--- config.mk ---
export PLATFORM = sky130hd
export DESIGN_NAME = rgmii_tri_speed_clock_enable
export DESIGN_NICKNAME = d
export VERILOG_FILES = /design/src/include/rgmii_clk_pkg.sv /design/src/hdl/rate_pulse_gen.sv /design/src/hdl/rgmii_tri_speed_clock_enable.sv
export VERILOG_INCLUDE_DIRS = /design/src /design/src/include
export SDC_FILE = /design/constraint.sdc
export NUM_CORES = 1
export LEC_CHECK = 0
export BUFFER_PORTS_ARGS = -buffer_cell sky130_fd_sc_hd__buf_2
export CAP_MARGIN = 40
export CORE_AREA = 3 3 101 103
export CTS_CLUSTER_DIAMETER = 40
export DETAILED_ROUTE_END_ITERATION = 10
export DIE_AREA = 0 0 104 106
export GPL_TIMING_DRIVEN = 1
export PLACE_DENSITY = 0.56
export SYNTH_ARGS = -nofsm -noshare
export SYNTH_HDL_FRONTEND = slang
export SYNTH_SLANG_ARGS = --single-unit
--- constraint.sdc ---
create_clock -name sys_clk_i -period 3.8 [get_ports sys_clk_i]
set_input_delay 0.38 -clock sys_clk_i [delete_from_list [all_inputs] [get_ports sys_clk_i]]
set_output_delay 0.38 -clock sys_clk_i [all_outputs]
set_load 0.01 [all_outputs]
--- src/include/rgmii_clk_params.svh ---
// Timing and count constants for the tri-speed link clocking block
`ifndef RGMII_CLK_PARAMS_SVH
`define RGMII_CLK_PARAMS_SVH

`define REF_CLK_MHZ 125
`define SYS_CLK_MHZ 200
`define TXC_SKEW_NS 2
// Least time rounds up, and never below one cycle
`define TXC_SKEW_CYC (((`TXC_SKEW_NS * `SYS_CLK_MHZ + 999) / 1000) < 1 ? 1 : \
    ((`TXC_SKEW_NS * `SYS_CLK_MHZ + 999) / 1000))
`define DIV_100M 10
`define DIV_10M 100
`define RATE_CNT_W 7
`define RATE_CNT_RST 7'h00
`define SPEED_RST 2'h2
`define NIB_RST 4'h0
`define BYTE_RST 8'h00

`endif

--- src/include/rgmii_clk_pkg.sv ---
// Types shared by the tri-speed link clocking block
package rgmii_clk_pkg;
    typedef enum logic [1:0] {
        SPEED_10M = 2'b00,
        SPEED_100M = 2'b01,
        SPEED_1G = 2'b10
    } speed_t;

    typedef enum logic [0:0] {
        RX_LOW = 1'b0,
        RX_HIGH = 1'b1
    } rx_phase_t;
endpackage

--- src/hdl/rate_pulse_gen.sv ---
// Rate pulse generator: per-cycle transmit qualifier for the three speeds
`timescale 1ns/1ps
`default_nettype none
`include "rgmii_clk_params.svh"

module rate_pulse_gen (
    input wire logic sys_clk_i,
    input wire logic rst_i,
    input wire logic ce_i,
    input wire rgmii_clk_pkg::speed_t speed_i,
    output logic tick_o,
    output logic [`RATE_CNT_W-1:0] cnt_o
);
    import rgmii_clk_pkg::*;

    logic [`RATE_CNT_W-1:0] cnt_r, cnt_nxt;
    speed_t speed_r, speed_nxt;

    function automatic logic [`RATE_CNT_W-1:0] wrap_of(input speed_t s);
        case (s)
            SPEED_10M: wrap_of = `RATE_CNT_W'(`DIV_10M - 1);
            SPEED_100M: wrap_of = `RATE_CNT_W'(`DIV_100M - 1);
            default: wrap_of = `RATE_CNT_W'(0);
        endcase
    endfunction

    always_comb begin
        cnt_nxt = cnt_r;
        speed_nxt = speed_r;
        if (ce_i) begin
            speed_nxt = speed_i;
            if (speed_i != speed_r) begin
                cnt_nxt = `RATE_CNT_RST;
            end else if (cnt_r >= wrap_of(speed_i)) begin
                cnt_nxt = `RATE_CNT_RST;
            end else begin
                cnt_nxt = cnt_r + `RATE_CNT_W'(1);
            end
        end
    end

    always_ff @(posedge sys_clk_i or posedge rst_i) begin
        if (rst_i) begin
            cnt_r <= `RATE_CNT_RST;
            speed_r <= SPEED_1G;
        end else begin
            cnt_r <= cnt_nxt;
            speed_r <= speed_nxt;
        end
    end

    // Qualifier is high on count zero: always at 1G, one in ten or one in a hundred
    assign tick_o = (cnt_r == `RATE_CNT_RST);
    assign cnt_o = cnt_r;
endmodule // rate_pulse_gen

`default_nettype wire

--- src/hdl/rgmii_tri_speed_clock_enable.sv ---
// Tri-speed link clocking: transmit qualifier, DDR output halves and receive capture
`timescale 1ns/1ps
`default_nettype none
`include "rgmii_clk_params.svh"

module rgmii_tri_speed_clock_enable (
    input wire logic sys_clk_i,
    input wire logic rst_i,
    input wire logic ce_i,
    input wire rgmii_clk_pkg::speed_t speed_i,
    input wire logic [7:0] tx_data_i,
    input wire logic tx_valid_i,
    input wire logic tx_err_i,
    output logic tx_en_o,
    output logic [3:0] txd_rise_o,
    output logic [3:0] txd_fall_o,
    output logic txctl_rise_o,
    output logic txctl_fall_o,
    output logic txc_rise_o,
    output logic txc_fall_o,
    output logic txc_skew_en_o,
    input wire logic rxc_i,
    input wire logic [3:0] rxd_i,
    input wire logic rxctl_i,
    output logic rx_en_o,
    output logic [7:0] rx_data_o,
    output logic rx_dv_o,
    output logic rx_err_o
);
    import rgmii_clk_pkg::*;

    // ------------------------------------------------------------
    // Transmit qualifier
    // ------------------------------------------------------------
    logic tick;
    logic [`RATE_CNT_W-1:0] cnt;

    // One shared clock at all speeds; the qualifier does the rate work
    rate_pulse_gen u_rate (
        .sys_clk_i(sys_clk_i),
        .rst_i(rst_i),
        .ce_i(ce_i),
        .speed_i(speed_i),
        .tick_o(tick),
        .cnt_o(cnt)
    );

    assign tx_en_o = tick;

    // ------------------------------------------------------------
    // Transmit DDR halves
    // ------------------------------------------------------------
    logic [7:0] tx_byte_r, tx_byte_nxt;
    logic tx_dv_r, tx_dv_nxt;
    logic tx_er_r, tx_er_nxt;
    logic [`RATE_CNT_W-1:0] cnt_d_r, cnt_d_nxt;
    logic [3:0] txd_rise_nxt, txd_fall_nxt;
    logic txctl_rise_nxt, txctl_fall_nxt;
    logic txc_rise_nxt, txc_fall_nxt;
    logic skew_nxt;

    // Half-slot h of a byte period of 2n half-slots: which nibble, and clock level
    function automatic logic [1:0] half_slot(input logic [7:0] h, input logic [7:0] n);
        logic [7:0] m;
        m = (h < n) ? h : 8'(h - n);
        half_slot = {h >= n, m < (n >> 1)};
    endfunction

    always_comb begin
        logic [7:0] n;
        logic [1:0] sr;
        logic [1:0] sf;
        n = (speed_i == SPEED_10M) ? 8'(`DIV_10M) : 8'(`DIV_100M);
        sr = half_slot({cnt_d_r, 1'b0}, n);
        sf = half_slot({cnt_d_r, 1'b1}, n);
        tx_byte_nxt = tx_byte_r;
        tx_dv_nxt = tx_dv_r;
        tx_er_nxt = tx_er_r;
        cnt_d_nxt = cnt_d_r;
        txd_rise_nxt = txd_rise_o;
        txd_fall_nxt = txd_fall_o;
        txctl_rise_nxt = txctl_rise_o;
        txctl_fall_nxt = txctl_fall_o;
        txc_rise_nxt = txc_rise_o;
        txc_fall_nxt = txc_fall_o;
        skew_nxt = txc_skew_en_o;
        if (ce_i) begin
            cnt_d_nxt = cnt;
            if (tick) begin
                tx_byte_nxt = tx_data_i;
                tx_dv_nxt = tx_valid_i;
                tx_er_nxt = tx_err_i;
            end
            // Error rides as valid XOR error on the falling half
            txctl_rise_nxt = tx_dv_r;
            txctl_fall_nxt = tx_dv_r ^ tx_er_r;
            if (speed_i == SPEED_1G) begin
                txd_rise_nxt = tx_byte_r[3:0];
                txd_fall_nxt = tx_byte_r[7:4];
                txc_rise_nxt = 1'b1;
                txc_fall_nxt = 1'b0;
                skew_nxt = 1'b1;
            end else begin
                // Same nibble on both halves; clock halves follow the slot position
                txd_rise_nxt = sr[1] ? tx_byte_r[7:4] : tx_byte_r[3:0];
                txd_fall_nxt = sf[1] ? tx_byte_r[7:4] : tx_byte_r[3:0];
                txc_rise_nxt = sr[0];
                txc_fall_nxt = sf[0];
                skew_nxt = 1'b0;
            end
        end
    end

    always_ff @(posedge sys_clk_i or posedge rst_i) begin
        if (rst_i) begin
            tx_byte_r <= `BYTE_RST;
            tx_dv_r <= 1'b0;
            tx_er_r <= 1'b0;
            cnt_d_r <= `RATE_CNT_RST;
            txd_rise_o <= `NIB_RST;
            txd_fall_o <= `NIB_RST;
            txctl_rise_o <= 1'b0;
            txctl_fall_o <= 1'b0;
            txc_rise_o <= 1'b0;
            txc_fall_o <= 1'b0;
            txc_skew_en_o <= 1'b0;
        end else begin
            tx_byte_r <= tx_byte_nxt;
            tx_dv_r <= tx_dv_nxt;
            tx_er_r <= tx_er_nxt;
            cnt_d_r <= cnt_d_nxt;
            txd_rise_o <= txd_rise_nxt;
            txd_fall_o <= txd_fall_nxt;
            txctl_rise_o <= txctl_rise_nxt;
            txctl_fall_o <= txctl_fall_nxt;
            txc_rise_o <= txc_rise_nxt;
            txc_fall_o <= txc_fall_nxt;
            txc_skew_en_o <= skew_nxt;
        end
    end

    // ------------------------------------------------------------
    // Receive sampling
    // ------------------------------------------------------------
    // Each instance brings its own PHY clock; it is sampled, not shared
    logic [2:0] rxc_s_r, rxc_s_nxt;
    logic rxc_lvl_r, rxc_lvl_nxt;
    logic [3:0] rxd_s1_r, rxd_s2_r, rxd_s3_r;
    logic [3:0] rxd_s1_nxt, rxd_s2_nxt, rxd_s3_nxt;
    logic [2:0] rxctl_s_r, rxctl_s_nxt;
    logic rise_evt, fall_evt;

    // Edges count only once stages two and three agree on the change
    assign rise_evt = ce_i && rxc_s_r[1] && rxc_s_r[2] && !rxc_lvl_r;
    assign fall_evt = ce_i && !rxc_s_r[1] && !rxc_s_r[2] && rxc_lvl_r;

    logic [3:0] lo_nib_r, lo_nib_nxt;
    logic lo_ctl_r, lo_ctl_nxt;
    rx_phase_t phase_r, phase_nxt;
    logic rx_en_nxt;
    logic [7:0] rx_data_nxt;
    logic rx_dv_nxt, rx_err_nxt;

    always_comb begin
        rxc_s_nxt = rxc_s_r;
        rxc_lvl_nxt = rxc_lvl_r;
        rxd_s1_nxt = rxd_s1_r;
        rxd_s2_nxt = rxd_s2_r;
        rxd_s3_nxt = rxd_s3_r;
        rxctl_s_nxt = rxctl_s_r;
        lo_nib_nxt = lo_nib_r;
        lo_ctl_nxt = lo_ctl_r;
        phase_nxt = phase_r;
        rx_en_nxt = rx_en_o;
        rx_data_nxt = rx_data_o;
        rx_dv_nxt = rx_dv_o;
        rx_err_nxt = rx_err_o;
        if (ce_i) begin
            rx_en_nxt = 1'b0;
            rxc_s_nxt = {rxc_s_r[1:0], rxc_i};
            // Settled level follows only once the last two stages agree
            if (rxc_s_r[1] == rxc_s_r[2]) begin
                rxc_lvl_nxt = rxc_s_r[2];
            end
            rxd_s1_nxt = rxd_i;
            rxd_s2_nxt = rxd_s1_r;
            rxd_s3_nxt = rxd_s2_r;
            rxctl_s_nxt = {rxctl_s_r[1:0], rxctl_i};
            if (speed_i == SPEED_1G) begin
                phase_nxt = RX_LOW;
                if (rise_evt) begin
                    lo_nib_nxt = rxd_s3_r;
                    lo_ctl_nxt = rxctl_s_r[2];
                end else if (fall_evt) begin
                    rx_data_nxt = {rxd_s3_r, lo_nib_r};
                    rx_dv_nxt = lo_ctl_r;
                    rx_err_nxt = lo_ctl_r ^ rxctl_s_r[2];
                    rx_en_nxt = 1'b1;
                end
            end else if (rise_evt) begin
                // One nibble per clock: a byte every second rising edge
                if (phase_r == RX_LOW) begin
                    lo_nib_nxt = rxd_s3_r;
                    lo_ctl_nxt = rxctl_s_r[2];
                    phase_nxt = RX_HIGH;
                end else begin
                    rx_data_nxt = {rxd_s3_r, lo_nib_r};
                    rx_dv_nxt = lo_ctl_r;
                    rx_err_nxt = 1'b0;
                    rx_en_nxt = 1'b1;
                    phase_nxt = RX_LOW;
                end
            end
        end
    end

    always_ff @(posedge sys_clk_i or posedge rst_i) begin
        if (rst_i) begin
            rxc_s_r <= 3'h0;
            rxc_lvl_r <= 1'b0;
            rxd_s1_r <= `NIB_RST;
            rxd_s2_r <= `NIB_RST;
            rxd_s3_r <= `NIB_RST;
            rxctl_s_r <= 3'h0;
            lo_nib_r <= `NIB_RST;
            lo_ctl_r <= 1'b0;
            phase_r <= RX_LOW;
            rx_en_o <= 1'b0;
            rx_data_o <= `BYTE_RST;
            rx_dv_o <= 1'b0;
            rx_err_o <= 1'b0;
        end else begin
            rxc_s_r <= rxc_s_nxt;
            rxc_lvl_r <= rxc_lvl_nxt;
            rxd_s1_r <= rxd_s1_nxt;
            rxd_s2_r <= rxd_s2_nxt;
            rxd_s3_r <= rxd_s3_nxt;
            rxctl_s_r <= rxctl_s_nxt;
            lo_nib_r <= lo_nib_nxt;
            lo_ctl_r <= lo_ctl_nxt;
            phase_r <= phase_nxt;
            rx_en_o <= rx_en_nxt;
            rx_data_o <= rx_data_nxt;
            rx_dv_o <= rx_dv_nxt;
            rx_err_o <= rx_err_nxt;
        end
    end
endmodule // rgmii_tri_speed_clock_enable

`default_nettype wire

### Word-level counts from Yosys, hierarchy flattened

Cells that the tools add are included.
W data, S select, Z words.

| operators by class | value |
|---|---|
| bitwise gates (word level) | 2 |
| mux-type cells | 46 |
| eq/ne operators | 6 |
| add/subtract/negate cells | 3 |
| reductions and logical operators | 19 |
| $lt $le $gt $ge | 7 |

Operators with widths:

| kind | number |
|---|---|
| $mux W8 | 7 |
| $mux W7 | 5 |
| $mux W4 | 8 |
| $mux W1 | 25 |
| $ge A8 B7 Y1 | 2 |
| $lt A8 B6 Y1 | 2 |
| $lt A8 B7 Y1 | 2 |
| $sub A8 B7 Y8 | 2 |
| $pmux W7 S2 | 1 |
| $add A7 B1 Y7 const B | 1 |
| $ge A7 B7 Y1 | 1 |
| $logic_not A7 Y1 | 1 |
| $logic_and A1 B1 Y1 | 6 |
| $reduce_and A2 Y1 | 3 |
| $reduce_bool A2 Y1 | 3 |
| $reduce_and A5 Y1 | 1 |
| $logic_not A1 Y1 | 3 |
| $reduce_and A3 Y1 | 1 |
| $eq A2 B1 Y1 const B | 1 |
| $eq A2 B2 Y1 const B | 1 |
| $logic_not A2 Y1 | 1 |
| $ne A2 B1 Y1 const B | 1 |
| $ne A2 B2 Y1 | 1 |
| $ne A2 B2 Y1 const B | 1 |
| other kinds (2) | 3 |

| word-level totals | value |
|---|---|
| input port bits | 21 |
| logic and storage cells | 109 |
| bits in registers | 75 |

### Logic depth before layout (Yosys ltp)

Gate-level depths: netlist of the first run.

| logic depth | value |
|---|---|
| word-level depth | 7 |
| depth in mapped cells | 15 |
| gate-level depth less buffers | 15 |

### Cells and area by module

Synthesis of the first run repeated with hierarchy kept, for this count alone.

| second synthesis, totals | value |
|---|---|
| cell total of the unflattened synthesis | 326 |
| area, all modules | 3,794.9 um^2 |

Modules (own cells, without submodules):

| module | instances | cells each | seq. area each (um^2) | area each (um^2) |
|---|---|---|---|---|
| rgmii_tri_speed_clock_enable | 1 | 266 | 1,651.6 | 3,180.6 |
| rate_pulse_gen | 1 | 60 | 226.5 | 614.3 |

### Worst setup path after synthesis of the first run

No wires, ideal clock.

| path | value |
|---|---|
| kind | in2reg |
| start point | in speed_i[1] |
| end point | reg txc_fall_o |
| stages on the path | 12 |
| arrival time | 3.097 ns |
| buffers on the path | 0 |
| setup slack | 0.603 ns |
| data required time | 3.699 ns |
| cell sequence | or2_2 -> ha_1 -> a21o_1 -> a211o_1 -> a21o_4 -> nand2_1 -> o21ai_0 -> ha_1 -> a211o_1 -> a211oi_1 -> a21oi_1 -> o32ai_1 |

| between the ends | value |
|---|---|
| word-level cells in the longest chain between the ends | 6 |

RTL lines:

| item | RTL line | RTL |
|---|---|---|
| start, declared | rgmii_tri_speed_clock_enable.sv:10 | `input wire rgmii_clk_pkg::speed_t speed_i,` |
| $logic_not A2 Y1 | rgmii_tri_speed_clock_enable.sv:73 | `` n = (speed_i == SPEED_10M) ? 8'(`DIV_10M) : 8'(`DIV_100M); `` |
| $mux W7 | rgmii_tri_speed_clock_enable.sv:73 |  |
| $sub A8 B7 Y8 or $lt A8 B7 Y1 (tied branches) | rgmii_tri_speed_clock_enable.sv:65 | `m = (h < n) ? h : 8'(h - n);` |
| $mux W8 | rgmii_tri_speed_clock_enable.sv:65 |  |
| $lt A8 B6 Y1 | rgmii_tri_speed_clock_enable.sv:66 | `half_slot = {h >= n, m < (n >> 1)};` |
| $mux W1 * | rgmii_tri_speed_clock_enable.sv:97 | `if (speed_i == SPEED_1G) begin` |
| end signal, assigned | rgmii_tri_speed_clock_enable.sv:137 | `txc_fall_o <= txc_fall_nxt;` |
| end, declared | rgmii_tri_speed_clock_enable.sv:20 | `output logic txc_fall_o,` |

Mark *: on every way between the ends. The rest lies on a longest branch, timed or not.
A chain may end at the register's enable or synchronous reset.

### Final worst setup path of the first run

Ends and elaborated chain as after synthesis.

==> summary.md, run 1 <==
| Metric | Value |
|---|---|
| Worst R2R Path Depth | `14` |
| Crit path DAT | `3480 ps` |
| Critical path fanouts, max | `10` |
| Post-synthesis cell type count | `54` |
| Sequential share of the synthesized area | `50.7%` |
| Critical Path Source Type | `input port` |
| Total congestion overflow | `0` |
| Slew HR | `55.2%` |
| Row count | `35` |
| Sw Ratio | `29.7%` |
| Post CTS Setup Buffer Count | `0` |
| Total CTS buffers | `9` |
| Grt met2 use | `23.9%` |
| Fmax | `309 MHz` |
| Root buffer cell | `clkbuf_8` |
| Total Routing Usage GR | `14.4%` |
| Critical path endpoint category | `flop` |
| Most frequent cell after synthesis | `dfrtp_1` |
| Met3 usage | `3.28%` |
| CTS H-tree depth | `3` |
| Vias per cell | `5.09` |
| Slew Limit Fails | `0` |
| Synthesis-to-layout area growth | `17.0%` |
| Hold-fix buffers, CTS | `0` |
| Clock buffer depth | `2` |
| Clock skew | `9.35 ps` |
| Sequential fraction of design power | `46.8%` |
| Int Pwr | `1.64 mW` |
| Yosys top cell area share | `50.0%` |
| Comb pwr share | `22.5%` |
| Total of fill cells in the finished design | `906` |
| Synth Register Bits | `75` |
| RSZ-0062 raised after global routing | `no` |
| Synth Net Count | `357` |
| FF/Latch Area | `1880 um^2` |
| Die area | `11,000 um^2` |
| Worst r2r src | `cnt_d_r[0]` |
| Multi-input logic area | `1720 um^2` |
| GRT met1 Usage | `18.7%` |
| Post-layout min period | `3240 ps` |
| Worst skew pair latency | `350 ps` |
| Die height | `106 um` |
| Core area | `9280 um^2` |
| Cell taking the most area after synthesis | `dfrtp_1` |
| HPWL after DPL | `5410 um` |
| Number of global-route vias before repair | `2,528` |
| Worst Max-Slew Pin Slew | `670 ps` |
| Fin. Hold Viols | `0` |
| GRT busiest layer | `met2` |
| CTS tree | `yes` |
| Async SR Flop Fraction | `100%` |
| LEAKAGE | `2.07 nW` |
| Largest net degree at the start of global routing | `58` |
| Pwr per Cell Area | `538 nW/um^2` |
| Clock Sinks | `75` |
| Yosys warning count | `0` |
| Synth area leaders | `dfrtp_1 (50%), mux2_2 (12%), ha_1 (5.7%)` |
| Routed vias | `2,561` |
| Outcome | `complete, no violations` |
| Max cap viols | `0` |
| Post-CTS Resized | `0` |
| Boundary Pins | `46` |
| Post-synth top cells | `dfrtp_1 (74), mux2_2 (40), nand2_1 (23), a21oi_1 (20), nor2_1 (18)` |
| Share of cells above drive strength 1 | `31.3%` |
| Global-route wire length before repair | `12,700 um` |
| Peak supply drop | `0.308 mV` |
| WP data required | `4050 ps` |
| Synth Cell Area | `3710 um^2` |
| RePlAce Congestion | `0.898` |
| Mapped Cells | `318` |
| DR iter-0 viols | `87` |
| CTS clk-pin slew, worst paths | `90 ps` |
| Starting Density | `39.9%` |
| Switching power | `0.693 mW` |
| Routed len/inst | `15.1 um` |
| Initial antenna violation count | `0` |
| I/O Buffers | `45` |
| Nets | `408` |
| DRC errors left | `0` |
| Avg Cell Area, Syn | `11.7 um^2` |
| Final core utilization | `46.7%` |
| Pre-antenna DRT Iters | `4` |
| Crit path kind | `input port to flop` |
| Antenna diodes | `0` |
| Hold Crit Class | `input port to asynchronous set/reset pin` |
| Clk pwr share | `30.7%` |
| Sum Neg Setup Slack | `0 ps` |
| Post-synth EDFFs | `0` |
| Post-Route WL | `7600 um` |
| DIE WIDTH | `104 um` |
| Antenna violation net count after detailed routing | `0` |
| CP Launch Point | `speed_i[1]` |
| Period utilization | `85.1%` |
| Final setup violation count | `0` |
| Primary FF master, synth | `dfrtp_1` |
cell type report:
class / count / share of cell area (%)
Multi-Input combinational cell: 217 / 39.6
Timing Repair Buffer: 50 / 6.52
Clock inverter: 6 / 2.22
Clock buffer: 10 / 3.17
Inverter: 16 / 1.44
Sequential cell: 75 / 43.3
Tap cell: 129 / 3.72
cells by family after synthesis:
kind of cell	after synthesis	synth area share, %
adders and majority gates	20	6.85
buffers and inverters	26	2.94
xor gates and xnor gates	11	2.60
AOI/OAI and AO/OA	61	11.3
and+or+nand+nor	68	8.64
muxes	57	17.0
DFF	75	50.7
critical path, stage by stage:
cell      delay (ps)
buf_2            130
or2_2            420
ha_1             380
a21o_1           230
a211o_1          370
a21o_4           250
nand2_1           70
o21ai_0           80
ha_1             310
a211o_1          280
a211oi_1         190
a21oi_1          130
o32ai_1          270
power by group through the flow:
stage / Sequential [mW] / Combinational (mW) / Clock (mW)
final: 1.09 / 0.526 / 0.716
after global routing: 1.12 / 0.586 / 0.773
after CTS: 1.10 / 0.537 / 0.742
after detailed placement: 1.11 / 0.535 / 0
after global placement: 1.11 / 0.524 / 0
after floorplan: 1.12 / 0.326 / 0
path summary, 6_finish.rpt:
kind                                endpoint  slack, ps
max reg2reg                       txc_fall_o        610
min reg2reg                     rx_data_o[5]        480
max in group asynchronous  u_rate.speed_r[1]       3150
min in group sys_clk_i               tx_er_r        260
max                               txc_fall_o        560
min                              rxd_s2_r[1]         40
sequential cells by signal (all words and copies together) (netlist names), 2 cells and up:
name            count
u_rate.cnt_o        7
tx_byte_r           8
rxc_s_r             3
lo_nib_r            4
txd_rise_o          4
rxd_s2_r            4
rx_data_o           8
rxd_s3_r            4
rxd_s1_r            4
txd_fall_o          4
u_rate.speed_r      2
cnt_d_r             7
rxctl_s_r           3
stage by stage:
step,std cells,worst slack (ps),cell area (um^2),power (mW),hold slack [ps]
after floorplan,318,603,3710,1.45,460
after global placement,486,315,4080,1.63,466
after CTS,503,585,4340,2.38,28.6
final,503,565,4340,2.34,38.8
after detailed placement,487,209,4100,1.65,424
after global routing,503,396,4340,2.48,42.4
placed cells by master (no fill, tap or decap), drive strengths merged, types with 10 or more instances in the layout:
| cell type | netlist | routed |
|---|---|---|
| dfrtp | 74 | 74 |
| mux2 | 47 | 47 |
| inv | 15 | 17 |
| ha | 17 | 17 |
| nor2 | 19 | 19 |
| nand2 | 23 | 23 |
| o21ai | 14 | 14 |
| buf | 4 | 50 |
| a21oi | 21 | 21 |
| mux2i | 10 | 10 |
| clkbuf | 6 | 10 |
layer usage:
layer,vias up,wire [um]
met3,9,346
li1,1239,-
met1,1254,3470
met2,59,3680
met4,0,109
met5,-,0
No activity file was read; power rests on OpenSTA's default activity.
==> inputs of run 2 (changes only) <==
--- a/config.mk
+++ b/config.mk
@@ -8,12 +8,14 @@
 export LEC_CHECK = 0
 export BUFFER_PORTS_ARGS = -buffer_cell sky130_fd_sc_hd__buf_2
 export CAP_MARGIN = 40
-export CORE_AREA = 3 3 101 103
+export CELL_PAD_IN_SITES_DETAIL_PLACEMENT = 2
+export CELL_PAD_IN_SITES_GLOBAL_PLACEMENT = 2
+export CORE_AREA = 3 3 102 104
 export CTS_CLUSTER_DIAMETER = 40
 export DETAILED_ROUTE_END_ITERATION = 10
-export DIE_AREA = 0 0 104 106
+export DIE_AREA = 0 0 105 107
 export GPL_TIMING_DRIVEN = 1
-export PLACE_DENSITY = 0.56
+export PLACE_DENSITY = 0.77
 export SYNTH_ARGS = -nofsm -noshare
 export SYNTH_HDL_FRONTEND = slang
 export SYNTH_SLANG_ARGS = --single-unit
==> summary.md, run 2 (synthesis gave the netlist of run 1 again) <==
| Metric | Value |
|---|---|
| Int Pwr | `1.62 mW` |
| Critical path fanouts, max | `10` |
| Crit path kind | `input port to flop` |
| CTS H-tree depth | `3` |
| Largest net degree at the start of global routing | `33` |
| Sequential fraction of design power | `47.6%` |
| Vias per cell | `5.19` |
| Grt met2 use | `29.8%` |
| RePlAce Congestion | `0.805` |
| Sum Neg Setup Slack | `0 ps` |
| Hold Crit Class | `input port to asynchronous set/reset pin` |
| Die height | `107 um` |
| Crit path max-delay family | `compound AO/OA/AOI/OAI gates` |
| Antenna violation net count after detailed routing | `0` |
| Fin. Hold Viols | `0` |
| Sw Ratio | `30.4%` |
| RSZ-0062 raised after global routing | `no` |
| Clk pwr share | `29.1%` |
| DIE WIDTH | `105 um` |
| CTS tree | `yes` |
| DRC errors left | `0` |
| Post CTS Setup Buffer Count | `0` |
| Worst skew pair latency | `350 ps` |
| Post-CTS Resized | `0` |
| Clock buffer depth | `2` |
| Max incr delay on CP | `420 ps` |
| Biggest regs | `rx_data_o (8), tx_byte_r (8)` |
| Critical-path cell list | `buf_2 -> or2_2 -> ha_1 -> a21o_1 -> a211o_1 -> a21o_4 -> nand2_1 -> o21ai_0 -> ha_1 -> a211o_1 -> a211oi_1 -> a21oi_1 -> o32ai_1` |
| CTS clk-pin slew, worst paths | `80 ps` |
| Peak supply drop | `0.217 mV` |
| Comb pwr share | `23.3%` |
| Number of global-route vias before repair | `2,978` |
| Crit path DAT | `3500 ps` |
| Commonest non-fill, non-tap cell in the layout | `dfrtp_1` |
| Worst Max-Slew Pin Slew | `623 ps` |
| Pwr per Cell Area | `540 nW/um^2` |
| Initial antenna violation count | `0` |
| Critical Path Source Type | `input port` |
| Final setup violation count | `0` |
| CP Buf/Inv Count | `1` |
| Global-route wire length before repair | `15,400 um` |
| CP max-delay cell | `or2_2` |
| Routed vias | `2,630` |
| HPWL after DPL | `6660 um` |
| DR iter-0 viols | `62` |
| Share of cells above drive strength 1 | `31.0%` |
| Clock skew | `7.57 ps` |
| WP data required | `4060 ps` |
| Core area | `9640 um^2` |
| Die area | `11,200 um^2` |
| Met3 usage | `4.15%` |
| Synthesis-to-layout area growth | `16.1%` |
| Root buffer cell | `clkbuf_8` |
| Nets | `408` |
| Clock Sinks | `75` |
| Critical path endpoint category | `flop` |
| Antenna diodes | `0` |
| Total Power | `2.32 mW` |
| Total CTS buffers | `9` |
| FF/Latch Area | `1880 um^2` |
| Starting Density | `38.4%` |
| Multi-input logic area | `1720 um^2` |
| I/O Buffers | `45` |
| Total Routing Usage GR | `17.4%` |
| Post-Route WL | `8940 um` |
| Slew Limit Fails | `0` |
| Fmax | `308 MHz` |
| Outcome | `complete, no violations` |
| Most frequent cells in the layout | `dfrtp_1 (74), buf_2 (45), mux2_2 (40), nand2_1 (23), a21oi_1 (20)` |
| Row count | `36` |
| Post-layout min period | `3240 ps` |
| Pre-antenna DRT Iters | `6` |
| Max cap viols | `0` |
| Total of fill cells in the finished design | `1,049` |
| Routed len/inst | `17.6 um` |
| GRT busiest layer | `met2` |
| Total congestion overflow | `0` |
| Boundary Pins | `46` |
| GRT met1 Usage | `21.6%` |
| Period utilization | `85.4%` |
| Hold-fix buffers, CTS | `0` |
| Setup slack, reg-to-reg | `600 ps` |
| Switching power | `0.707 mW` |
| LEAKAGE | `2.06 nW` |
| Slew HR | `58.3%` |
-- run 2: cell types whose count changed in the layout (fill, tap and decap cells not counted), sizes merged --
cell	previous run	this run
clkinv	2	4
inv	17	16
clkinvlp	1	0
-- run 2: power by group through the flow --
stage	registers (mW)	clock network (mW)	logic [mW]
2_1_floorplan	1.12	0	0.326
3_3_place_gp	1.11	0	0.519
3_5_place_dp	1.12	0	0.552
4_1_cts	1.11	0.697	0.556
5_1_grt	1.14	0.737	0.606
6_report	1.11	0.676	0.541
-- run 2: area by class of cell --
cell class	instances	share of cell area, %
well taps	133	3.87
clock buffers	10	2.97
inverters	16	1.45
repair buffers	50	6.10
clock inverters	6	2.03
multi-input cells	217	39.9
flip-flops and latches	75	43.6
-- run 2: layer usage --
| metal | vias to the layer above | share of wire (%) |
|---|---|---|
| li1 | 1233 | - |
| met1 | 1343 | 45 |
| met4 | 0 | 1.2 |
| met3 | 8 | 3.3 |
| met5 | - | 0 |
| met2 | 46 | 50 |
-- run 2: worst paths after layout --
kind / from / end / depth (start not counted)
min reg2reg: rx_data_o[6] / rx_data_o[6] / 1
min: rst_i / txctl_rise_o / 2
min in group sys_clk_i: rxd_i[1] / rxd_s1_r[1] / 2
max in group asynchronous: rst_i / rxd_s2_r[2] / 3
max: speed_i[1] / txc_fall_o / 13
max reg2reg: cnt_d_r[0] / txc_fall_o / 14
-- run 2: stage by stage --
stage | setup WS, ps | instances | cell area (um^2) | util [%] | hold WS [ps]
finish | 556 | 507 | 4300 | 44.7 | 48.6
global route | 253 | 507 | 4300 | 44.7 | 74.0
CTS | 570 | 507 | 4300 | 44.7 | 59.3
detailed placement | 205 | 491 | 4090 | 42.4 | 451
global placement | 265 | 491 | 4090 | 42.4 | 441
floorplan | 603 | 318 | 3710 | - | 460
==> inputs of run 3 (changes only) <==
==> constraint.sdc (replaced) <==
create_clock -name sys_clk_i -period 3.8 [get_ports sys_clk_i]
set_input_delay 1.14 -clock sys_clk_i [delete_from_list [all_inputs] [get_ports sys_clk_i]]
set_output_delay 1.14 -clock sys_clk_i [all_outputs]
set_load 0.01 [all_outputs]
==> summary.md, run 3 (synthesis gave the netlist of run 1 again) <==
| Metric | Value |
|---|---|
| Critical-path cell list | `buf_2 -> or2_4 -> ha_1 -> a21o_1 -> maj3_2 -> a21o_4 -> nand2_1 -> nand2_1 -> ha_1 -> a2111oi_0 -> nor3_1 -> nand2_1 -> a21oi_1 -> o32ai_1` |
| RePlAce Congestion | `0.832` |
| Share of cells above drive strength 1 | `35.2%` |
| Root buffer cell | `clkbuf_8` |
| Final core utilization | `46.4%` |
| GRT met1 Usage | `23.1%` |
| Switching power | `0.723 mW` |
| Most frequent cells in the layout | `dfrtp_1 (74), buf_2 (45), mux2_2 (40), buf_4 (26), nand2_1 (23)` |
| Min Hold Slack | `490 ps` |
| Post-layout min period | `3650 ps` |
| Routed len/inst | `18.4 um` |
| Max cap viols | `0` |
| Total of fill cells in the finished design | `1,035` |
| Crit path kind | `input port to flop` |
| Largest net degree at the start of global routing | `42` |
| CTS tree | `yes` |
| Die area | `11,200 um^2` |
| Sequential fraction of design power | `47.9%` |
| Starting Density | `38.4%` |
| Critical Path Source Type | `input port` |
| Routed vias | `2,705` |
| Synthesis-to-layout area growth | `20.6%` |
| DIE WIDTH | `105 um` |
| Critical path fanouts, max | `7` |
| CTS clk-pin slew, worst paths | `90 ps` |
| Post-CTS Resized | `0` |
| Hold Path Sink | `rx_data_o[3]` |
| WP data required | `4060 ps` |
| Hold path startpoint | `rx_data_o[3]` |
| GRT busiest layer | `met2` |
| Setup slack, reg-to-reg | `660 ps` |
| Post-Route WL | `9700 um` |
| PnR worst setup slack | `154 ps` |
| Initial antenna violation count | `0` |
| Total Power | `2.31 mW` |
| LEAKAGE | `2.15 nW` |
| Hold-fix buffers, CTS | `0` |
| Pre-antenna DRT Iters | `4` |
| DR iter-0 viols | `78` |
| Commonest non-fill, non-tap cell in the layout | `dfrtp_1` |
| CP Launch Point | `speed_i[1]` |
| Sum Neg Setup Slack | `0 ps` |
| Critical path endpoint category | `flop` |
| Vias per cell | `5.12` |
| R2r endpoint | `txc_fall_o` |
| Final setup violation count | `0` |
| Nets | `429` |
| DRC errors left | `0` |
| CP Buf/Inv Count | `1` |
| Antenna diodes | `0` |
| Crit path max-delay family | `compound AO/OA/AOI/OAI gates` |
| Worst r2r src | `cnt_d_r[0]` |
| Fin. Hold Viols | `0` |
| Worst R2R Path Depth | `14` |
| HPWL after DPL | `7180 um` |
| Total Routing Usage GR | `18.6%` |
| Die height | `107 um` |
| Int Pwr | `1.59 mW` |
| Post CTS Setup Buffer Count | `0` |
| Max incr delay on CP | `430 ps` |
| Pwr per Cell Area | `518 nW/um^2` |
| Clk pwr share | `27.4%` |
| Biggest regs | `rx_data_o (8), tx_byte_r (8)` |
| Fmax | `274 MHz` |
| DP Worst Slack | `-239 ps` |
| Antenna violation net count after detailed routing | `0` |
| Hold Path Stages | `1` |
| CTS H-tree depth | `3` |
| Clock skew | `9.67 ps` |
| Peak supply drop | `0.254 mV` |
| Grt met2 use | `31.4%` |
| Row count | `36` |
| Hold Crit Class | `flop to flop` |
| Slew HR | `59.5%` |
| Clock Sinks | `75` |
| Worst skew pair latency | `350 ps` |
| Slew Limit Fails | `0` |
| Crit path DAT | `3910 ps` |
| Clock buffer depth | `2` |
| Worst Max-Slew Pin Slew | `607 ps` |
| Top cell by count, worst path | `nand2_1` |
| Total congestion overflow | `0` |
| Period utilization | `95.9%` |
| Comb pwr share | `24.7%` |
| Boundary Pins | `46` |
| RSZ-0062 raised after global routing | `no` |
| Number of global-route vias before repair | `3,089` |
| CP max-delay cell | `a2111oi_0` |
| Outcome | `complete, no violations` |
| Core area | `9640 um^2` |
| Global-route wire length before repair | `16,300 um` |
| Sw Ratio | `31.3%` |
| Total CTS buffers | `9` |
| Met3 usage | `4.03%` |
| I/O Buffers | `45` |
run 3: layout make-up:
cell class / instances / area, um^2 / share of cell area (%)
flip-flops and latches: 75 / 1880 / 42.0
multi-input cells: 217 / 1740 / 38.9
repair buffers: 71 / 420 / 9.41
well taps: 133 / 166 / 3.72
clock buffers: 11 / 141 / 3.16
inverters: 16 / 62.6 / 1.40
clock inverters: 5 / 60.1 / 1.34
run 3: worst max path at each step:
stage,end,depth (start not counted),slack [ps]
floorplan,txc_fall_o,12,10
global placement,txc_fall_o,13,-120
detailed placement,txc_fall_o,13,-240
CTS,txc_fall_o,13,150
global route,txc_fall_o,15,30
finish,txc_fall_o,14,150
run 3: worst reg2reg max path: cells and delay by family, from the launching register on:
kind / cells / cell delay, ps
AO/OA/AOI/OAI: 5 / 900
XOR/XNOR: 1 / 130
adder cells (fa/ha/maj): 4 / 1170
buffers and inverters: 2 / 230
flip-flops: 1 / 420
AND/OR/NAND/NOR: 2 / 200
run 3: metal layers:
metal / wire length, um / vias up
li1: - / 1275
met5: 0 / -
met1: 4330 / 1373
met2: 4900 / 45
met3: 312 / 12
met4: 159 / 0
run 3: power groups by stage:
stage,clock (mW),combinational (mW),sequential (mW)
6_report,0.634,0.572,1.11
5_1_grt,0.690,0.635,1.14
4_1_cts,0.652,0.584,1.11
3_5_place_dp,0,0.575,1.12
3_3_place_gp,0,0.543,1.10
2_1_floorplan,0,0.327,1.12
run 3: through the flow:
| stage | area [um^2] | instances |
|---|---|---|
| floorplan | 3720 | 318 |
| global placement | 4260 | 512 |
| detailed placement | 4260 | 512 |
| CTS | 4460 | 528 |
| global route | 4470 | 528 |
| finish | 4470 | 528 |
